$ cat config.mk
export PLATFORM = sky130hd
export DESIGN_NAME = sgpc_port
export DESIGN_NICKNAME = d
export VERILOG_FILES = /design/src/sgpc_pkg.sv /design/src/sgpc_port.sv /design/src/sgpc_sync2.sv
export SDC_FILE = /design/constraint.sdc
export NUM_CORES = 1
export LEC_CHECK = 0
export ABC_AREA = 1
export BUFFER_PORTS_ARGS = -buffer_cell sky130_fd_sc_hd__buf_4
export CORE_ASPECT_RATIO = 1.1
export CORE_MARGIN = 10
export CORE_UTILIZATION = 55
export DETAILED_ROUTE_END_ITERATION = 8
export PLACE_DENSITY = 0.75
export SETUP_SLACK_MARGIN = 0.3
export SYNTH_ARGS = -nofsm -noshare
export SYNTH_HDL_FRONTEND = slang
export SYNTH_HIERARCHICAL = 1
export SYNTH_SLANG_ARGS = --single-unit
export TNS_END_PERCENT = 20
$ cat constraint.sdc
create_clock -name clk -period 2.5 [get_ports clk]
set_clock_uncertainty 0.2 [all_clocks]
set_input_delay 0.625 -clock clk [delete_from_list [all_inputs] [get_ports clk]]
set_output_delay 0.625 -clock clk [all_outputs]
set_load 0.1 [all_outputs]
$ cat src/sgpc_pkg.sv
// Purpose: shared constants and types for the serial-controlled pin port
// Assumes: serial pins are sampled by the system clock
// Notes:   pin vector order is {group C, group B, group A}, pin 0 lowest

package sgpc_pkg;

  // ==========================================================================
  // command byte
  localparam int          CMD_BITS      = 8;
  localparam logic [5:0]  CMD_SEL_VALUE = 6'h00;
  localparam logic [1:0]  OP_CONFIG     = 2'h3;
  localparam logic [1:0]  OP_WRITE      = 2'h2;
  localparam logic [1:0]  OP_READ       = 2'h1;

  // ==========================================================================
  // data word sizes and pin layout
  localparam int          PIN_COUNT     = 12;
  localparam logic [4:0]  WORD_BITS_12  = 5'h10;
  localparam logic [4:0]  WORD_BITS_4   = 5'h08;
  localparam logic [4:0]  CMD_LAST_BIT  = 5'h07;
  localparam int          WIDE_LSB      = 4;
  localparam int          NARROW_LSB    = 4;
  localparam int          PIN_C1        = 9;
  localparam int          PIN_C0        = 8;
  localparam int          PIN_A1        = 1;
  localparam int          PIN_A0        = 0;

  // ==========================================================================
  // values after reset: every pin an input (config 0, write 1)
  localparam logic [11:0] CONFIG_RESET  = 12'h000;
  localparam logic [11:0] LEVEL_RESET   = 12'hFFF;
  localparam logic [11:0] OE_N_RESET    = 12'hFFF;
  // serial lines at rest {csN, sclk, din}: select high, clock low
  localparam logic [2:0]  SERIAL_IDLE   = 3'h4;

  // ==========================================================================
  // types
  typedef enum logic [2:0] {
    ST_IDLE,
    ST_CMD,
    ST_DATA_IN,
    ST_DATA_OUT,
    ST_IGNORE
  } sgpc_state_e;

  typedef struct packed {
    logic csN;
    logic sclk;
    logic din;
  } sgpc_serial_s;

  typedef struct packed {
    logic [11:0] level;
    logic [11:0] oeN;
  } sgpc_pin_drive_s;

endpackage

$ cat src/sgpc_port.sv
// Purpose: serial slave that configures, drives and reads back the pin port
// Assumes: serial clock well below clk/4; DIN taken on SCLK falling edge,
//          DOUT changed on SCLK rising edge
// Notes:   WIDE_PORT=1 is the 12-pin variant, 0 the 4-pin variant
//
// Summary of operation
// - Command byte with upper six bits zero selects port; low two bits pick operation.
// - Command 00000011 loads next 8 or 16 bits into pin configuration.
// - Shifted configuration or write data applied only at chip select rising edge.
// - After reset every pin is an input.
// - Command 00000010 loads next 8 or 16 bits into pin output levels.
// - Command 00000001 shifts pin states out over following 8 or 16 clocks.
// - Read returns pin states sampled at the moment of the read.
// - 4-pin write byte order: C1, C0, A1, A0, then four ignored bits; read sends four zero bits, then C1, C0, A1, A0.
// - Config,write: 11 high, 10 low, 01 input, 00 open-drain pulldown.

`timescale 1ns/1ps

module sgpc_port #(
  parameter bit WIDE_PORT = 1'b1
) (
  input  wire logic                     clk,
  input  wire logic                     rstn,
  input  wire logic                     csN,
  input  wire logic                     sclk,
  input  wire logic                     din,
  output logic                          dout,
  input  wire logic [11:0]              gpioIn,
  output sgpc_pkg::sgpc_pin_drive_s     pinDrive
);

  // ==========================================================================
  // input synchronisers
  sgpc_pkg::sgpc_serial_s serRaw;
  sgpc_pkg::sgpc_serial_s serSync;
  logic [11:0]            pinSync;

  assign serRaw = '{csN: csN, sclk: sclk, din: din};

  // reset to the idle levels so no false select edge follows reset
  sgpc_sync2 #(.WIDTH(3), .RESET_VALUE(sgpc_pkg::SERIAL_IDLE)) u_serSync (
    .clk     (clk),
    .rstn    (rstn),
    .asyncIn (serRaw),
    .syncOut (serSync)
  );

  sgpc_sync2 #(.WIDTH(12)) u_pinSync (
    .clk     (clk),
    .rstn    (rstn),
    .asyncIn (gpioIn),
    .syncOut (pinSync)
  );

  // ==========================================================================
  // edge detection on synchronised serial lines
  logic sclkPrev_ff;
  logic csPrev_ff;
  logic sclkRise;
  logic sclkFall;
  logic csRise;

  always_ff @(posedge clk) begin
    if (!rstn) begin
      sclkPrev_ff <= 1'b0;
      csPrev_ff   <= 1'b1;
    end else begin
      sclkPrev_ff <= serSync.sclk;
      csPrev_ff   <= serSync.csN;
    end
  end

  assign sclkRise = serSync.sclk & ~sclkPrev_ff;
  assign sclkFall = ~serSync.sclk & sclkPrev_ff;
  assign csRise   = serSync.csN & ~csPrev_ff;

  // ==========================================================================
  // word size and packing helpers
  logic [4:0] wordBits;
  assign wordBits = WIDE_PORT ? sgpc_pkg::WORD_BITS_12 : sgpc_pkg::WORD_BITS_4;

  // map a shifted data word onto the pin vector; unused pins keep fill
  function automatic logic [11:0] unpackWord(input logic [15:0] word, input logic [11:0] fill);
    logic [11:0] v;
    v = fill;
    if (WIDE_PORT) begin
      v = word[sgpc_pkg::WIDE_LSB +: 12];
    end else begin
      v[sgpc_pkg::PIN_C1] = word[sgpc_pkg::NARROW_LSB + 3];
      v[sgpc_pkg::PIN_C0] = word[sgpc_pkg::NARROW_LSB + 2];
      v[sgpc_pkg::PIN_A1] = word[sgpc_pkg::NARROW_LSB + 1];
      v[sgpc_pkg::PIN_A0] = word[sgpc_pkg::NARROW_LSB];
    end
    return v;
  endfunction

  // read word, pins placed from bit 11 down so the first four bits out (bits 15 to 12) are always zero
  function automatic logic [15:0] packRead(input logic [11:0] pins);
    logic [15:0] w;
    w = 16'h0000;
    if (WIDE_PORT) begin
      w[11:0] = pins;
    end else begin
      w[11:8] = {pins[sgpc_pkg::PIN_C1], pins[sgpc_pkg::PIN_C0],
                 pins[sgpc_pkg::PIN_A1], pins[sgpc_pkg::PIN_A0]};
    end
    return w;
  endfunction

  // ==========================================================================
  // serial protocol state
  sgpc_pkg::sgpc_state_e state_ff,  nxt_state;
  logic [4:0]            bitCnt_ff, nxt_bitCnt;
  logic [15:0]           shift_ff,  nxt_shift;
  logic [1:0]            op_ff,     nxt_op;
  logic [15:0]           rdShift_ff, nxt_rdShift;
  logic                  dout_ff,   nxt_dout;
  logic [11:0]           cfg_ff,    nxt_cfg;
  logic [11:0]           wr_ff,     nxt_wr;
  logic [7:0]            cmdByte;
  logic [11:0]           newWord;
  logic [11:0]           newLevel;
  logic                  commit;

  assign cmdByte  = {shift_ff[6:0], serSync.din};
  assign newWord  = unpackWord(shift_ff, sgpc_pkg::CONFIG_RESET);
  assign newLevel = unpackWord(shift_ff, sgpc_pkg::LEVEL_RESET);
  assign commit   = csRise && (state_ff == sgpc_pkg::ST_DATA_IN) && (bitCnt_ff == wordBits);

  always_comb begin
    nxt_state   = state_ff;
    nxt_bitCnt  = bitCnt_ff;
    nxt_shift   = shift_ff;
    nxt_op      = op_ff;
    nxt_rdShift = rdShift_ff;
    nxt_dout    = dout_ff;
    nxt_cfg     = cfg_ff;
    nxt_wr      = wr_ff;
    if (serSync.csN) begin
      nxt_state  = sgpc_pkg::ST_IDLE;
      nxt_bitCnt = 5'h00;
      nxt_dout   = 1'b0;
      if (commit && op_ff == sgpc_pkg::OP_CONFIG) begin
        nxt_cfg = newWord;
      end
      if (commit && op_ff == sgpc_pkg::OP_WRITE) begin
        nxt_wr = newLevel;
      end
    end else begin
      case (state_ff)
        sgpc_pkg::ST_IDLE: begin
          nxt_state  = sgpc_pkg::ST_CMD;
          nxt_bitCnt = 5'h00;
        end
        sgpc_pkg::ST_CMD: begin
          if (sclkFall) begin
            nxt_shift  = {shift_ff[14:0], serSync.din};
            nxt_bitCnt = bitCnt_ff + 5'h01;
            if (bitCnt_ff == sgpc_pkg::CMD_LAST_BIT) begin
              nxt_bitCnt = 5'h00;
              nxt_op     = cmdByte[1:0];
              if (cmdByte[7:2] != sgpc_pkg::CMD_SEL_VALUE || cmdByte[1:0] == 2'h0) begin
                nxt_state = sgpc_pkg::ST_IGNORE;
              end else if (cmdByte[1:0] == sgpc_pkg::OP_READ) begin
                nxt_state   = sgpc_pkg::ST_DATA_OUT;
                nxt_rdShift = packRead(pinSync);
              end else begin
                nxt_state = sgpc_pkg::ST_DATA_IN;
              end
            end
          end
        end
        sgpc_pkg::ST_DATA_IN: begin
          if (sclkFall && bitCnt_ff < wordBits) begin
            nxt_shift  = {shift_ff[14:0], serSync.din};
            nxt_bitCnt = bitCnt_ff + 5'h01;
          end
        end
        sgpc_pkg::ST_DATA_OUT: begin
          if (sclkRise) begin
            if (bitCnt_ff < wordBits) begin
              nxt_dout    = rdShift_ff[15];
              nxt_rdShift = {rdShift_ff[14:0], 1'b0};
              nxt_bitCnt  = bitCnt_ff + 5'h01;
            end else begin
              nxt_dout = 1'b0;
            end
          end
        end
        sgpc_pkg::ST_IGNORE: begin
          nxt_dout = 1'b0;
        end
        default: begin
          nxt_state = sgpc_pkg::ST_IDLE;
        end
      endcase
    end
  end

  always_ff @(posedge clk) begin
    if (!rstn) begin
      state_ff   <= sgpc_pkg::ST_IDLE;
      bitCnt_ff  <= 5'h00;
      shift_ff   <= 16'h0000;
      op_ff      <= 2'h0;
      rdShift_ff <= 16'h0000;
      dout_ff    <= 1'b0;
      cfg_ff     <= sgpc_pkg::CONFIG_RESET;
      wr_ff      <= sgpc_pkg::LEVEL_RESET;
    end else begin
      state_ff   <= nxt_state;
      bitCnt_ff  <= nxt_bitCnt;
      shift_ff   <= nxt_shift;
      op_ff      <= nxt_op;
      rdShift_ff <= nxt_rdShift;
      dout_ff    <= nxt_dout;
      cfg_ff     <= nxt_cfg;
      wr_ff      <= nxt_wr;
    end
  end

  // ==========================================================================
  // pin drivers
  sgpc_pkg::sgpc_pin_drive_s pins_ff, nxt_pins;

  always_comb begin
    nxt_pins.level = cfg_ff & wr_ff;
    nxt_pins.oeN   = ~cfg_ff & wr_ff;
  end

  always_ff @(posedge clk) begin
    if (!rstn) begin
      pins_ff.level <= sgpc_pkg::LEVEL_RESET;
      pins_ff.oeN   <= sgpc_pkg::OE_N_RESET;
    end else begin
      pins_ff <= nxt_pins;
    end
  end

  assign pinDrive = pins_ff;
  assign dout     = dout_ff;
endmodule // sgpc_port

$ cat src/sgpc_sync2.sv
// Purpose: two-flop synchroniser for asynchronous inputs
// Assumes: inputs are quasi-static relative to clk
// Notes:   first stage feeds only the second stage

`timescale 1ns/1ps

module sgpc_sync2 #(
  parameter int               WIDTH       = 1,
  parameter logic [WIDTH-1:0] RESET_VALUE = '0
) (
  input  wire logic             clk,
  input  wire logic             rstn,
  input  wire logic [WIDTH-1:0] asyncIn,
  output logic      [WIDTH-1:0] syncOut
);

  logic [WIDTH-1:0] stage1_ff;
  logic [WIDTH-1:0] stage2_ff;

  always_ff @(posedge clk) begin
    if (!rstn) begin
      stage1_ff <= RESET_VALUE;
      stage2_ff <= RESET_VALUE;
    end else begin
      stage1_ff <= asyncIn;
      stage2_ff <= stage1_ff;
    end
  end

  assign syncOut = stage2_ff;

endmodule // sgpc_sync2

==> results.cfg, run 1 <==
[power_and_ir_drop]
power.density_nw_per_um2 = 896
peakVddDrop_v = 0.000603
total_power_uw = 4940
power_leakage_uw = 0.00263

[final_layout]
multi_input_area_sq_um = 1540
design.final.nets = 618
antenna_cells = 0
most-common-layout-cells = dfxtp_1 (122), nand2_1 (98), inv_1 (95)
drive_gt1_share_pct = 16.3
syn_to_final_growth_pct = 22.2
fillers = 611
final_common_cell = dfxtp_1
seq_area_sq_um = 2460

[detailed_routing]
drt_iter0_markers = 227
wl_per_cell_um = 11.2
drtPass1Iterations = 5
post_drt_via_cell_ratio = 4.78
wirelength_um = 8060
ant_nets = 0
vias = 3439
drc = 0

[setup_path]
reg2reg_slack_ns = 0.47
critPathRequiredTime_ns = 2.67
worstReg2RegStart = bitCnt_ff[0]
r2r_cells = 7
startpoint = bitCnt_ff[0]
r2r_end = wr_ff[2]
worstPathArrival_ns = 2.20
critPathKind = reg2reg
cp_max_fo = 24
startpoint_type = flop
end_kind = flop

[timing]
slew_headroom_pct = 59.0
hold_viol_final = 0
tightest_slew_ns = 0.615
maxSlewViolCount = 0
max_freq_mhz = 492
finalCritPeriodShare_pct = 81.3
finalSetupTns_ns = 0
hold_slack_ns = 0.0733
rsz0062_at_grt = true
setup_viol = 0
period_minus_slack_ns = 2.03

[logic_synthesis]
seq_area_frac_synth_pct = 54.5
ys_seq_elements = 123
ys_types = 29
yosysWarningCount = 6
avgSynthCellArea_sq_um = 8.11
synthCells = 557
syn_area_sq_um = 4520
syn_nets = 576
yosys.area.top_type_share_pct = 54.5
synth_area_leaders = dfxtp_1 (55%), nand2_1 (8.1%), inv_1 (7.9%)
yosys.area.top_type = dfxtp_1

[status]
outcome = finished, final reports clean

[cts]
clock-sinks = 123
holdBufCountCts = 0
cts_resized = 0
h-tree-depth = 4
root_buffer = clkbuf_8
worstSkewPairLatency_ns = 0.52
clk_pin_slew_ns = 0.06
cts_tree = yes
cts_buffer_depth = 2
post_cts.repair.setup_buffers = 0
numCtsBuffers = 17

[placed_design]
gp_congestion = 0.861
place_hpwl_um = 5110
port_buffers = 41

[grt]
grt_max_degree = 79
grt_use_total_pct = 14.2
grt_pass1_wl_um = 14100
grt_overflow = 0
grt_antenna_before_repair = 0
first_global_vias = 3299

[hold_path]
holdPathEnd = u_serSync/stage1_ff[2]
min-delay-start = csN
whs_path_depth = 3
hp-class = in2reg

[die]
fp.dieArea_sq_um = 12200
rows = 34
core_area_sq_um = 7960
top_level_ports = 42
start_util_pct = 56.8
fp.dieH_um = 115
dieWidth_um = 106

[flow_run]
drv_cap = 0
[cell type report]
class                           count  share of cell area (%)
Multi-Input combinational cell    314                    27.9
Clock buffer                       18                    7.76
Clock inverter                     14                    4.35
Tap cell                          108                    2.45
Timing Repair Buffer               46                    6.33
Inverter                           97                    6.60
Sequential cell                   123                    44.6
[sequential cells by signal, summed over array words and instances, names as in the netlist]
signal / cells
u_serSync/stage1_ff: 3
bitCnt_ff: 5
u_pinSync/stage1_ff: 12
u_serSync/syncOut: 3
dout: 1
pinDrive: 24
csPrev_ff: 1
state_ff: 3
wr_ff: 12
op_ff: 2
shift_ff: 16
sclkPrev_ff: 1
rdShift_ff: 16
u_pinSync/syncOut: 12
cfg_ff: 12
[through the flow]
stage | std cells | utilization (%) | setup slack, ns | instance area (sq um)
final | 720 | 69.4 | 0.469 | 5520
after global routing | 720 | 69.4 | 0.275 | 5520
after detailed placement | 688 | 60.9 | 0.509 | 4840
after floorplan | 557 | - | 0.750 | 4520
after CTS | 720 | 69.3 | 0.486 | 5510
after global placement | 688 | 60.9 | 0.602 | 4840
[worst max-delay path: stages (launching register included)]
cell and delay [ns]:
dfxtp_1 0.33, inv_1 0.10, ha_1 0.15, nand4_1 0.09, nor2_1 0.17, nand4_2 0.48
nand2_1 0.23, o211ai_1 0.11
[how the worst max path moves through the flow]
stage	slack [ns]	end	cells past startpoint
floorplan	0.75	dout	0
global placement	0.60	wr_ff[4]	7
detailed placement	0.51	wr_ff[5]	6
CTS	0.49	shift_ff[11]	7
global route	0.27	wr_ff[8]	6
finish	0.47	wr_ff[2]	7
[layer usage]
| layer | global-route usage (%) | vias up | part of all wire [%] |
|---|---|---|---|
| met5 | 0 | - | 0 |
| met3 | 5.32 | 18 | 6.2 |
| met1 | 15.4 | 1511 | 45 |
| met2 | 22.9 | 74 | 47 |
| met4 | 9.49 | 0 | 2.3 |
| li1 | - | 1836 | - |
[where the power goes]
group          total, uW  switching [uW]  internal [uW]
registers           2010            12.4           2000
clock network       2730             883           1850
logic                200             144           55.6
[Yosys cell counts]
master,number
nand3_2,1
buf_8,1
o21ai_2,1
nand3_1,4
inv_1,95
buf_2,5
ha_1,2
nor2_1,45
nand2_8,1
nor2_8,1
nand4_2,1
nand4_1,10
buf_6,5
nor2_2,5
nand3_4,1
or2_2,1
dfxtp_1,123
nand2_2,5
a21oi_1,43
inv_2,2
nand2_1,98
nand2_4,2
o21ai_1,5
buf_4,3
clkbuf_1,9
o211ai_1,12
nand3b_1,1
nor3_1,7
o21ai_0,68
[cell families after synthesis]
| group | after synthesis | share of synthesized area (%) |
|---|---|---|
| AND/OR/NAND/NOR | 183 | 18.4 |
| flip-flops | 123 | 54.5 |
| buffers and inverters | 120 | 11.4 |
| adder cells (fa/ha/maj) | 2 | 0.554 |
| AO/OA/AOI/OAI | 129 | 15.0 |
(Power assumes the default switching activity.)
==> inputs of run 2 (changes only) <==
Settings changed: CORE_UTILIZATION 55 to 52, PLACE_DENSITY 0.75 to 0.74.
Clock period 2.5 ns to 1.79 ns, I/O delays scaled along.
==> results.cfg, run 2 (synthesized netlist as in run 1, its figures left out) <==
[power_and_ir_drop]
power.density_nw_per_um2 = 1040
swShare_pct = 22.6
peakVddDrop_v = 0.000763
power_leakage_uw = 0.00291
power_frac_seq_pct = 42.7
switching_power_uw = 1490
p_clk_share_pct = 51.6
total_power_uw = 6590
internal-power_uw = 5100
combPwrFrac_pct = 5.6

[detailed_routing]
vias = 3777
drtPass1Iterations = 4
ant_nets = 0
wl_per_cell_um = 13.7
wirelength_um = 10300
post_drt_via_cell_ratio = 5.00
drc = 0
drt_iter0_markers = 199

[hold_path]
hp-class = in2reg
whs_path_depth = 3
min-delay-start = rstn
holdPathEnd = u_serSync/stage1_ff[2]

[timing]
setup_viol = 0
finalCritPeriodShare_pct = 94.8
slew_headroom_pct = 71.3
finalSetupTns_ns = 0
rsz0062_at_grt = true
hold_viol_final = 0
max_freq_mhz = 589
period_minus_slack_ns = 1.70
maxSlewViolCount = 0
tightest_slew_ns = 0.428

[die]
core_area_sq_um = 8410
dieWidth_um = 109
top_level_ports = 42
fp.dieH_um = 118
start_util_pct = 53.7
fp.dieArea_sq_um = 12800
rows = 35

[setup_path]
cp.depth = 11
slowest_delay_ns = 0.37
path_cells = ha_4 -> nand2_2 -> inv_2 -> nand2_4 -> nand2_4 -> nand2_4 -> nor2_8 -> nand3_4 -> nand2_1 -> nand2_1 -> nor2_1
r2r_end = rdShift_ff[10]
startpoint = bitCnt_ff[1]
reg2reg_slack_ns = 0.09
cp_num_buf_inv = 1
worstPathArrival_ns = 1.95
critPathRequiredTime_ns = 2.04
worstReg2RegStart = bitCnt_ff[1]
crit_family = simple AND/OR/NAND/NOR gates
cpMaxStageDelayCell = dfxtp_4
end_kind = flop
path_common_cell = nand2_4
r2r_cells = 11
cp_max_fo = 7
critPathKind = reg2reg
startpoint_type = flop

[final_layout]
most-common-layout-cells = dfxtp_1 (93), inv_1 (91), nand2_1 (87)
fillers = 575
largest_reg_flops = 24
syn_to_final_growth_pct = 39.8
final_common_cell = dfxtp_1
design.final.nets = 650
multi_input_area_sq_um = 1730
seq_area_sq_um = 2510
drive_gt1_share_pct = 26.4
antenna_cells = 0

[cts]
clk_pin_slew_ns = 0.06
cts_tree = yes
h-tree-depth = 4
worstSkewPairLatency_ns = 0.51
root_buffer = clkbuf_8
cts_buffer_depth = 2
numCtsBuffers = 17
clock-sinks = 123

[placed_design]
place_hpwl_um = 5250
port_buffers = 41
gp_congestion = 0.911

[grt]
grt_use_total_pct = 16.7
grt_pass1_wl_um = 17400
grt_max_degree = 100
grt_antenna_before_repair = 0
first_global_vias = 3816
grt_overflow = 0

[status]
outcome = finished, final reports clean

[flow_run]
drv_cap = 0
[run 2: cell types whose count changed in the layout (fill, tap and decap cells not counted), sizes merged]
| cell | delta |
|---|---|
| dlygate4sd3 | +15 |
| bufinv | -3 |
| clkbuf | +1 |
| clkinv | +1 |
| buf | +14 |
| nand3 | +3 |
| clkinvlp | +1 |
[run 2: per-layer routing]
layer	GRT usage (%)	vias up	part of all wire (%)
li1	-	1920	-
met1	17.9	1757	42
met2	28.8	81	52
met3	5.64	19	4.0
met4	6.60	0	2.0
met5	0	-	0
[run 2: how the worst max path moves through the flow]
stage / endpoint / slack [ns]
after CTS: dout / 0.09
after global routing: rdShift_ff[0] / -0.04
final: rdShift_ff[10] / 0.09
after floorplan: rdShift_ff[0] / 0.13
after detailed placement: rdShift_ff[0] / -0.08
after global placement: rdShift_ff[0] / 0.01
[run 2: timing repair]
action,in CTS,in global routing
endpoints found under the hold margin,15,0
resized for setup,139,17
endpoints found under the setup margin,92,92
hold buffers,15,0
pin swaps,11,6
setup buffers,6,0
gates cloned,5,0
[run 2: tightest hold or removal path: stages]
cell     delay, ns
buf_4         0.11
buf_4         0.15
nand2_1       0.05
[run 2: power by group through the flow]
stage                     Sequential [uW]  Clock [uW]  Combinational, uW
final                                2810        3400                371
after global routing                 2820        3570                401
after CTS                            2810        3450                363
after detailed placement             2870           0                288
after global placement               2860           0                284
after floorplan                      2970           0                110
[run 2: layout make-up]
| type | count | area share [%] |
|---|---|---|
| inverter | 97 | 5.77 |
| timing repair buffer | 75 | 15.3 |
| sequential | 123 | 39.8 |
| multi-input combinational | 317 | 27.5 |
| clock buffer | 19 | 6.84 |
| tap | 111 | 2.20 |
| clock inverter | 13 | 2.64 |
[run 2: per-stage QoR]
step	instance area, sq um	cells	utilization (%)	hold slack, ns	setup slack [ns]
after floorplan	4530	557	-	0.180	0.131
after global placement	4940	697	58.8	0.193	0.0137
after detailed placement	4940	697	58.8	0.198	-0.0830
after CTS	6260	755	74.4	0.0776	0.0854
after global routing	6310	755	75.1	0.109	-0.0368
final	6310	755	75.1	0.0897	0.0930
==> inputs of run 3 (changes only) <==
Settings changed: CORE_MARGIN 10 to default, CORE_UTILIZATION 52 to 39, PLACE_DENSITY 0.74 to default.
==> results.cfg, run 3 (synthesized netlist as in run 1, its figures left out) <==
[status]
outcome = finished, final reports clean

[detailed_routing]
drt_iter0_markers = 113
wirelength_um = 8950
wl_per_cell_um = 11.4
drtPass1Iterations = 4
vias = 3670
drc = 0
ant_nets = 0
post_drt_via_cell_ratio = 4.68

[final_layout]
fillers = 965
most-common-layout-cells = inv_1 (93), dfxtp_1 (93), nand2_1 (86)
drive_gt1_share_pct = 27.3
antenna_cells = 0
syn_to_final_growth_pct = 39.5
fin_area_sq_um = 6300
largest_reg_flops = 24
design.final.nets = 643

[setup_path]
reg2reg_slack_ns = 0.01
end_kind = flop
critPathRequiredTime_ns = 1.91
worstPathArrival_ns = 1.89
startpoint_type = flop
r2r_cells = 11
r2r_end = state_ff[1]
cpMaxStageDelayCell = dfxtp_4
path_cells = ha_4 -> nand2_2 -> inv_2 -> nand2_4 -> nand2_4 -> buf_4 -> buf_4 -> nand4_1 -> inv_1 -> nand2_1 -> a21oi_1
critPathKind = reg2reg
crit_end = state_ff[1]
slowest_delay_ns = 0.37
worstReg2RegStart = bitCnt_ff[1]
cp_max_fo = 4
startpoint = bitCnt_ff[1]

[grt]
grt_overflow = 0
grt_use_met3_pct = 5.10
grt_pass1_wl_um = 14600
met2_usage_pct = 26.1
use_met1_pct = 16.7
grt_use_total_pct = 15.2
grt_max_degree = 61
grt_antenna_before_repair = 0
first_global_vias = 3422
top_usage_layer = met2

[timing]
setup_viol = 0
finalSetupTns_ns = 0
rsz0062_at_grt = true
slew_headroom_pct = 71.4
maxSlewViolCount = 0
period_minus_slack_ns = 1.78
setup_ws_ns = 0.0125
max_freq_mhz = 563
tightest_slew_ns = 0.429
hold_viol_final = 0
finalCritPeriodShare_pct = 99.3

[hold_path]
hp-class = in2reg

[die]
core_area_sq_um = 11100
rows = 40
top_level_ports = 42
fp.dieArea_sq_um = 12000
fp.dieH_um = 115
start_util_pct = 40.7
dieWidth_um = 105

[power_and_ir_drop]
power_leakage_uw = 0.00289
power.density_nw_per_um2 = 1050
peakVddDrop_v = 0.000708

[placed_design]
place_hpwl_um = 5030
post_dp_cell_area_sq_um = 5020
port_buffers = 41
dp_slack_ns = -0.0416
gp_congestion = 0.819

[cts]
cts_tree = yes
clock-sinks = 123
worstSkewPairLatency_ns = 0.41
root_buffer = clkbuf_16
numCtsBuffers = 17
holdBufCountCts = 0
clk_pin_slew_ns = 0.05
cts_buffer_depth = 2
h-tree-depth = 4

[flow_run]
drv_cap = 0
## run 3: cell types whose count changed in the layout (fill, tap and decap cells not counted), moves of 3 or more
cell / delta
o21ai_1: +3
buf_4: +6
dlygate4sd3_1: -15
buf_6: -4
nand2_2: +3
nor2_2: +4
clkbuf_16: +3
buf_12: +4
## run 3: stage by stage
step / util (%) / power (uW) / hold slack [ns] / std cells
finish: 56.7 / 6590 / 0.0108 / 784
floorplan: - / 3080 / 0.180 / 557
detailed placement: 45.1 / 3150 / 0.188 / 735
CTS: 52.3 / 6590 / 0.00121 / 778
global route: 56.7 / 6840 / 0.00377 / 784
global placement: 45.1 / 3150 / 0.191 / 735
## run 3: worst max-delay path, delay by kind of cell, from the launching register on
kind | cells | cell delay [ns]
buf+inv | 4 | 0.42
simple gates | 5 | 0.41
compound gates | 1 | 0.16
flops | 1 | 0.37
fa+ha+maj | 1 | 0.14
## run 3: timing repair
action	CTS	global route
gates cloned	3	2
endpoints found under the setup margin	92	92
gates resized for setup	19	126
buffers inserted	8	4
pin swaps	9	12
## run 3: routing by layer
| metal | share of wire (%) | vias up | wire length, um |
|---|---|---|---|
| met3 | 4.6 | 14 | 407 |
| met1 | 44 | 1656 | 3960 |
| met4 | 1.9 | 0 | 167 |
| li1 | - | 1898 | - |
| met2 | 49 | 102 | 4410 |
| met5 | 0 | - | 0 |
## run 3: worst min-delay path by stage
stage	start	to	slack [ns]	cells past startpoint
after global placement	u_serSync/stage1_ff[2]	u_serSync/syncOut[2]	0.19	2
after detailed placement	u_serSync/stage1_ff[2]	u_serSync/syncOut[2]	0.19	2
after global routing	csN	u_serSync/stage1_ff[2]	0.004	3
after CTS	csN	u_serSync/stage1_ff[2]	0.001	3
after floorplan	u_serSync/stage1_ff[2]	u_serSync/syncOut[2]	0.18	2
final	csN	u_serSync/stage1_ff[2]	0.01	3
## run 3: final cells by class
| class | instances | area, sq um | area share [%] |
|---|---|---|---|
| Clock buffer | 18 | 429 | 6.81 |
| Clock inverter | 14 | 170 | 2.70 |
| Inverter | 97 | 364 | 5.78 |
| Multi-Input combinational cell | 317 | 1690 | 26.9 |
| Sequential cell | 123 | 2510 | 39.9 |
| Tap cell | 147 | 184 | 2.92 |
| Timing Repair Buffer | 68 | 946 | 15.0 |
## run 3: power breakdown
part	switching, uW	total, uW	internal [uW]	leakage, uW
registers	24.6	2810	2790	0.00100
clock network	1230	3430	2190	0.000294
logic	217	350	132	0.00159
total	1470	6590	5110	0.00289
